<file path="src/fpd_pkg.sv">
// constants and carrier types for the lock and power-down command block
package fpd_pkg;

  // clock and timing, times in ns
  localparam int CLK_PERIOD_NS = 10;
  localparam int SLEEP_ENTRY_TIME_NS = 3000;
  localparam int SLEEP_EXIT_TIME_NS = 8000;
  localparam int DEEPEST_SLEEP_EXIT_TIME_NS = 9000;
  localparam int TIMER_W = 10;
  // longest times round down to whole cycles
  localparam logic [TIMER_W-1:0] SLEEP_ENTRY_CYC =
    TIMER_W'(SLEEP_ENTRY_TIME_NS / CLK_PERIOD_NS);
  localparam logic [TIMER_W-1:0] SLEEP_EXIT_CYC =
    TIMER_W'(SLEEP_EXIT_TIME_NS / CLK_PERIOD_NS);
  localparam logic [TIMER_W-1:0] DEEPEST_EXIT_CYC =
    TIMER_W'(DEEPEST_SLEEP_EXIT_TIME_NS / CLK_PERIOD_NS);

  // opcodes
  localparam logic [7:0] OP_LOCK = 8'h6F;
  localparam logic [7:0] OP_SLEEP = 8'hB9;
  localparam logic [7:0] OP_DEEPEST = 8'h79;
  localparam logic [7:0] OP_RESUME = 8'hAB;
  localparam logic [7:0] OP_RESET_EN = 8'h66;
  localparam logic [7:0] OP_RESET = 8'h99;

  // lock verification bytes
  localparam logic [7:0] LOCK_VERIFY_FIRST = 8'h4D;
  localparam logic [7:0] LOCK_VERIFY_SECOND = 8'h67;

  // frame lengths in bytes
  localparam logic [2:0] LEN_CMD_ONLY = 3'h1;
  localparam logic [2:0] LEN_LOCK = 3'h3;
  localparam logic [2:0] LEN_ID_START = 3'h4;
  localparam logic [2:0] LEN_SAT = 3'h7;
  localparam logic [2:0] BIT_LAST = 3'h7;

  // identifier byte, value arbitrary
  localparam logic [7:0] DEVICE_ID = 8'hA5;

  // serial pins as seen at the device
  typedef struct packed {
    logic cs_n;
    logic sck;
    logic si;
  } fpd_spi_t;

  // status bits from the rest of the device
  typedef struct packed {
    logic power_down_depth_select;
    logic device_busy_flag;
    logic write_enable_latch;
    logic status_protect_high;
    logic status_protect_low;
  } fpd_status_t;

  typedef enum logic [2:0] {
    ST_STANDBY,
    ST_ENTER_DEEP,
    ST_DEEP,
    ST_EXIT_DEEP,
    ST_ENTER_DEEPEST,
    ST_DEEPEST,
    ST_EXIT_DEEPEST
  } fpd_state_t;

endpackage

</file>
<file path="src/fpd_core.sv">
// lock, deep power-down and resume command handling
//
// Functional notes
// - lock opcode, eight bits MSB first
// - lock needs 4Dh then 67h
// - release off byte boundary aborts command
// - sleep opcode enters deep only if select set
// - deep sleep honours only resume and reset
// - sleep opcode is command only
// - deep sleep reached within entry time
// - sleep opcode ignored while busy
// - resume released at eighth clock exits
// - resume with dummies shifts identifier out
// - identifier repeats while select held
// - resume acts by power state
// - deepest exit resets, ready within time
// - deepest entry and resume-only behaviour
// - lock refused while write enable clear
// - lock needs both protect bits set
`timescale 1ns/1ps
module fpd_core (
  // clock and reset
  input wire logic clock_in,
  input wire logic resetn_in,
  // serial pins
  input wire fpd_pkg::fpd_spi_t spi_in,
  output logic so_out,
  output logic so_oe_out,
  // device status
  input wire fpd_pkg::fpd_status_t status_in,
  // results
  output logic status_lock_out,
  output logic deep_sleep_state_out,
  output logic deepest_sleep_state_out,
  output logic standby_ready_out,
  output logic internal_reset_out,
  output logic reset_cmd_out
);
  import fpd_pkg::*;

  // pins come from the host clock domain
  fpd_spi_t spi_s1, spi_s2, spi_s3;
  always_ff @(posedge clock_in or negedge resetn_in) begin
    if (!resetn_in) begin
      spi_s1 <= 3'h4;
      spi_s2 <= 3'h4;
      spi_s3 <= 3'h4;
    end else begin
      spi_s1 <= spi_in;
      spi_s2 <= spi_s1;
      spi_s3 <= spi_s2;
    end
  end

  logic sel, cs_fall, cs_rise, sck_rise, sck_fall;
  assign sel = !spi_s2.cs_n;
  assign cs_fall = spi_s3.cs_n && !spi_s2.cs_n;
  assign cs_rise = !spi_s3.cs_n && spi_s2.cs_n;
  assign sck_rise = sel && !spi_s3.sck && spi_s2.sck;
  assign sck_fall = sel && spi_s3.sck && !spi_s2.sck;

  // frame capture
  logic [2:0] bit_cnt, next_bit_cnt;
  logic [2:0] byte_cnt, next_byte_cnt;
  logic [7:0] shift, next_shift;
  logic [7:0] opcode, next_opcode;
  logic [7:0] verify1, next_verify1;
  logic [7:0] verify2, next_verify2;
  logic so, next_so, so_oe, next_so_oe;
  fpd_state_t state, next_state;
  logic id_phase;

  function automatic logic frame_is(input logic [7:0] op_seen,
                                    input logic [2:0] len_seen,
                                    input logic [7:0] op,
                                    input logic [2:0] len);
    frame_is = (op_seen == op) && (len_seen == len);
  endfunction

  // identifier only while standby or deep sleep
  assign id_phase = (opcode == OP_RESUME) && (byte_cnt >= LEN_ID_START) &&
                    (state == ST_STANDBY || state == ST_DEEP);

  always_comb begin
    next_bit_cnt = bit_cnt;
    next_byte_cnt = byte_cnt;
    next_shift = shift;
    next_opcode = opcode;
    next_verify1 = verify1;
    next_verify2 = verify2;
    next_so = so;
    next_so_oe = so_oe;
    if (cs_fall) begin
      next_bit_cnt = 3'h0;
      next_byte_cnt = 3'h0;
      next_opcode = 8'h00;
    end else if (sck_rise) begin
      next_shift = {shift[6:0], spi_s2.si};
      next_bit_cnt = bit_cnt + 3'h1;
      if (bit_cnt == BIT_LAST) begin
        unique case (byte_cnt)
          3'h0: next_opcode = next_shift;
          3'h1: next_verify1 = next_shift;
          3'h2: next_verify2 = next_shift;
          default: ;
        endcase
        if (byte_cnt != LEN_SAT)
          next_byte_cnt = byte_cnt + 3'h1;
      end
    end
    if (sck_fall && id_phase && !cs_fall) begin
      next_so = DEVICE_ID[~bit_cnt];
      next_so_oe = 1'b1;
    end
    if (!sel)
      next_so_oe = 1'b0;
  end

  always_ff @(posedge clock_in or negedge resetn_in) begin
    if (!resetn_in) begin
      bit_cnt <= 3'h0;
      byte_cnt <= 3'h0;
      shift <= 8'h00;
      opcode <= 8'h00;
      verify1 <= 8'h00;
      verify2 <= 8'h00;
      so <= 1'b0;
      so_oe <= 1'b0;
    end else begin
      bit_cnt <= next_bit_cnt;
      byte_cnt <= next_byte_cnt;
      shift <= next_shift;
      opcode <= next_opcode;
      verify1 <= next_verify1;
      verify2 <= next_verify2;
      so <= next_so;
      so_oe <= next_so_oe;
    end
  end
  assign so_out = so;
  assign so_oe_out = so_oe;

  // power state and lock
  logic [TIMER_W-1:0] timer, next_timer;
  logic lock, next_lock, rst_p, next_rst_p, rcmd, next_rcmd;
  logic whole, lock_ok, sleep_ok;

  assign whole = cs_rise && (bit_cnt == 3'h0);
  assign lock_ok = frame_is(opcode, byte_cnt, OP_LOCK, LEN_LOCK) &&
                   verify1 == LOCK_VERIFY_FIRST &&
                   verify2 == LOCK_VERIFY_SECOND &&
                   status_in.write_enable_latch &&
                   status_in.status_protect_high &&
                   status_in.status_protect_low;
  assign sleep_ok = !status_in.device_busy_flag &&
                    frame_is(opcode, byte_cnt, OP_SLEEP, LEN_CMD_ONLY);

  always_comb begin
    next_state = state;
    next_timer = timer;
    next_lock = lock;
    next_rst_p = 1'b0;
    next_rcmd = 1'b0;
    if (timer != '0)
      next_timer = timer - TIMER_W'(1);
    unique case (state)
      ST_STANDBY: if (whole) begin
        if (lock_ok)
          next_lock = 1'b1;
        else if (sleep_ok && status_in.power_down_depth_select) begin
          next_state = ST_ENTER_DEEP;
          next_timer = SLEEP_ENTRY_CYC - TIMER_W'(1);
        end else if (sleep_ok || (!status_in.device_busy_flag &&
                 frame_is(opcode, byte_cnt, OP_DEEPEST, LEN_CMD_ONLY))) begin
          next_state = ST_ENTER_DEEPEST;
          next_timer = SLEEP_ENTRY_CYC - TIMER_W'(1);
        end
      end
      ST_ENTER_DEEP: if (timer == '0) next_state = ST_DEEP;
      // deep exit, with or without id
      ST_DEEP: if (whole) begin
        if (opcode == OP_RESUME && byte_cnt != 3'h0) begin
          next_state = ST_EXIT_DEEP;
          next_timer = SLEEP_EXIT_CYC - TIMER_W'(1);
        end else if (frame_is(opcode, byte_cnt, OP_RESET_EN, LEN_CMD_ONLY) ||
                     frame_is(opcode, byte_cnt, OP_RESET, LEN_CMD_ONLY))
          next_rcmd = 1'b1;
      end
      ST_EXIT_DEEP: if (timer == '0) next_state = ST_STANDBY;
      ST_ENTER_DEEPEST: if (timer == '0) next_state = ST_DEEPEST;
      ST_DEEPEST: if (whole &&
                      frame_is(opcode, byte_cnt, OP_RESUME, LEN_CMD_ONLY)) begin
        next_state = ST_EXIT_DEEPEST;
        next_timer = DEEPEST_EXIT_CYC - TIMER_W'(1);
        next_rst_p = 1'b1;
        next_lock = 1'b0;
      end
      ST_EXIT_DEEPEST: if (timer == '0) next_state = ST_STANDBY;
      default: next_state = ST_STANDBY;
    endcase
  end

  always_ff @(posedge clock_in or negedge resetn_in) begin
    if (!resetn_in) begin
      state <= ST_STANDBY;
      timer <= '0;
      lock <= 1'b0;
      rst_p <= 1'b0;
      rcmd <= 1'b0;
      deep_sleep_state_out <= 1'b0;
      deepest_sleep_state_out <= 1'b0;
      standby_ready_out <= 1'b1;
    end else begin
      state <= next_state;
      timer <= next_timer;
      lock <= next_lock;
      rst_p <= next_rst_p;
      rcmd <= next_rcmd;
      deep_sleep_state_out <= next_state == ST_DEEP;
      deepest_sleep_state_out <= next_state == ST_DEEPEST;
      standby_ready_out <= next_state == ST_STANDBY;
    end
  end
  assign status_lock_out = lock;
  assign internal_reset_out = rst_p;
  assign reset_cmd_out = rcmd;

  // checks
  localparam int A_ENTRY = 302;
  localparam int A_EXIT = 802;
  localparam int A_DEEPEST = 902;
endmodule // fpd_core

</file>
<file path="config.mk">
export PLATFORM = sky130hd
export DESIGN_NAME = fpd_core
export DESIGN_NICKNAME = d
export VERILOG_FILES = /design/src/fpd_pkg.sv /design/src/fpd_core.sv
export SDC_FILE = /design/constraint.sdc
export NUM_CORES = 1
export LEC_CHECK = 0
export BUFFER_PORTS_ARGS = -buffer_cell sky130_fd_sc_hd__buf_2
export CAP_MARGIN = 20
export CORE_MARGIN = 5
export CORE_UTILIZATION = 40
export DETAILED_ROUTE_END_ITERATION = 10
export PLACE_DENSITY = 0.58
export SYNTH_ARGS = -nofsm -noshare
export SYNTH_HDL_FRONTEND = slang
export SYNTH_SLANG_ARGS = --single-unit
</file>
<file path="constraint.sdc">
create_clock -name clock_in -period 2.8 [get_ports clock_in]
set_input_delay 0.56 -clock clock_in [delete_from_list [all_inputs] [get_ports clock_in]]
set_output_delay 0.56 -clock clock_in [all_outputs]
set_load 0.005 [all_outputs]
</file>
==> metrics.cfg <==
[status]
status = completed

[synth]
synth-seq-area-share_pct = 53.2
syn_area_sq_um = 3120
synth_area_per_cell_sq_um = 11.3
yosys_warnings = 0
synth_ff_type = dfrtp_1
synth_cell_types = 52
synth_cells = 276
synth_nets = 296
async_flop_share_pct = 100
synth_seq_cells = 66
synth_edf_count = 0

[worst_hold_path]
hp-class = in2async

[placement]
place_area_sq_um = 3330
io_buffers = 17
gp_congestion = 0.855
hpwl_um = 4420

[worst_setup_path]
ff2ff_path_depth = 7
critical_path.max_stage_delay_ns = 0.42
crit_path_frequent_cell = nor3b_1
start_kind = register
reg2reg_to = deep_sleep_state_out
slowest_stage = and3_1
worstPathRequired_ns = 3.05
critical_path.cell_chain = inv_1 > ha_1 > nor3b_1 > and3_1 > nor2_1 > a2111o_1 > nor3b_1
critPathLaunch = timer[0]
crit_path_end = deep_sleep_state_out
cp_max_fo = 8
crit_arrival_ns = 2.45
reg2reg_slack_ns = 0.60
crit_type = reg2reg
worstReg2RegStart = timer[0]
endpoint_kind = register

[grt]
grt_first_pass_wirelength_um = 10600
grt_use_total_pct = 13.8
antenna_found_initial = 0
overflow = 0
grt_max_degree = 39
met2_usage_pct = 21.2
use_met1_pct = 18.2
grt_pass1_vias = 2166
grt_busiest_layer = met2
use_met3_pct = 4.93

[pwr]
swShare_pct = 24.3
power_density_nw_per_um2 = 580
p_int_w = 0.00156
comb_power_share_pct = 4.9
pwr-share-seq_pct = 51.7
p_switching_w = 0.000503
power.total_w = 0.00207
p_leak_nw = 1.62
p_clk_share_pct = 43.3
vdd_drop_max_v = 0.000384

[drt]
wl_um = 6010
via_per_inst = 5.14
num_vias = 2101
first_iter_violations = 79
firstDrtPassIters = 4
drc = 0
postRouteAntennaNets = 0
wire_per_inst_um = 14.7

[timing]
worst_pin_slew_ns = 0.716
period_share_pct = 78.6
hold_viol = 0
grt_setup_unrepaired = no
max_freq_mhz = 454
setup_viol = 0
min_period_ns = 2.20
drv_slew = 0
clock_skew_ns = 0.0131
relSlewSlack_pct = 52.0
setup_tns_ns = 0

[die]
ios = 18
design.die.area_sq_um = 9660
core_area_sq_um = 7650
die_h_um = 98.3
std_cell_rows = 32
die-width_um = 98.3
start_util_pct = 40.8

[cts]
cts_root_buf = clkbuf_8
clkTransAtPathRegs_ns = 0.08
clk_path_buf_depth = 2
cts_inserted_buffers = 9
cts_hold_buf = 0
htreeDepth = 3
cts_tree = done
cts_setup_buffers = 0
insertion_delay_ns = 0.35
clock_sinks = 66
ctsResizeCount = 0

[final_layout]
nNetsFinal = 322
final_area_sq_um = 3560
num_antenna_cells = 0
n_fill_cell = 708
drive_gt1_share_pct = 23.8
syn_to_final_growth_pct = 14.2

[flow_run]
drv_cap = 0

==> synthesized netlist by cell type (6+ instances only) <==
cell     number  area (sq um)
dfrtp_1      62          1550
nand2_1      25          93.8
mux2_2       23           259
nor2_1       16          60.1
o21ai_0      14          70.1
inv_1        13          48.8
nand3_1      12          60.1
ha_1         10           125
nor3_1        9          45.0
a21oi_1       6          30.0
nor2b_1       6          37.5
nor4_1        6          37.5
xnor2_1       6          52.6
==> cell usage in the layout (no fill, tap or decap), types with 3 or more instances in the layout <==
cell type,count
dfrtp_1,62
nand2_1,25
mux2_2,23
buf_2,17
nor2_1,16
o21ai_0,14
inv_1,13
nand3_1,12
ha_1,10
nor3_1,9
clkbuf_8,9
xnor2_1,6
nor4_1,6
nor2b_1,6
a21oi_1,6
nand2b_1,5
nand3b_1,4
nand4b_1,4
dfstp_2,4
nor3_2,3
nor3b_1,3
or4_1,3
mux2i_1,3
clkinv_4,3
==> state kept, by name, indices dropped and copies added, names as in the netlist, 2 cells and up <==
name	flops
verify2	8
spi_s1	3
verify1	8
bit_cnt	3
shift	7
opcode	8
spi_s3	2
state	3
byte_cnt	3
timer	10
spi_s2	3
==> critical path, delay by kind of cell, from the launching register on <==
family | cells | cell delay [ns]
AO/OA/AOI/OAI | 1 | 0.40
adder cells (fa/ha/maj) | 1 | 0.20
buffers and inverters | 1 | 0.09
flip-flops | 1 | 0.38
AND/OR/NAND/NOR | 4 | 1.03
==> kinds of logic (layout without fill, tap and decap cells) <==
family	Yosys count	in the layout	share of synthesized area [%]
compound gates	36	36	7.39
xor+xnor	8	8	2.25
flops	66	66	53.2
simple gates	113	113	21.6
mux	26	26	9.27
buf+inv	17	48	2.33
fa+ha+maj	10	10	4.01
==> power groups by stage <==
stage	Combinational [W]	Clock (W)	Sequential, W
floorplan	0.0000706	0	0.00106
global placement	0.000104	0	0.00109
detailed placement	0.000105	0	0.00109
CTS	0.000105	0.000919	0.00107
global route	0.000117	0.000982	0.00108
finish	0.000102	0.000895	0.00107
==> how the worst min path moves through the flow <==
stage / from / to / slack [ns] / cells after the start
after floorplan: resetn_in / bit_cnt[0] / 0.26 / 0
final: resetn_in / timer[8] / 0.24 / 1
after global placement: spi_s1[1] / spi_s2[1] / 0.33 / 0
after global routing: resetn_in / timer[8] / 0.27 / 1
after CTS: resetn_in / timer[8] / 0.25 / 1
after detailed placement: spi_s1[0] / spi_s2[0] / 0.34 / 0
==> stage by stage <==
stage	std cells	hold slack [ns]	worst slack, ns	utilization (%)
after floorplan	276	0.264	0.863	-
after global placement	393	0.333	0.675	43.6
after detailed placement	393	0.339	0.659	43.6
after CTS	409	0.254	0.612	46.5
after global routing	409	0.271	0.447	46.5
final	409	0.242	0.600	46.5
==> layer usage <==
metal / wire, um / share of wire (%)
met1: 2970 / 49
met2: 2700 / 45
met3: 248 / 4.1
met4: 87 / 1.4
met5: 0 / 0
==> final cells by class <==
cell class              instances  area (sq um)  share of cell area, %
repair buffers                 19           113                   3.16
clock buffers                   9           124                   3.48
well taps                     102           128                   3.59
inverters                      13          48.8                   1.37
flip-flops and latches         66          1660                   46.5
multi-input cells             193          1390                   39.0
clock inverters                 7           103                   2.88
No activity file was read; power rests on OpenSTA's default activity.
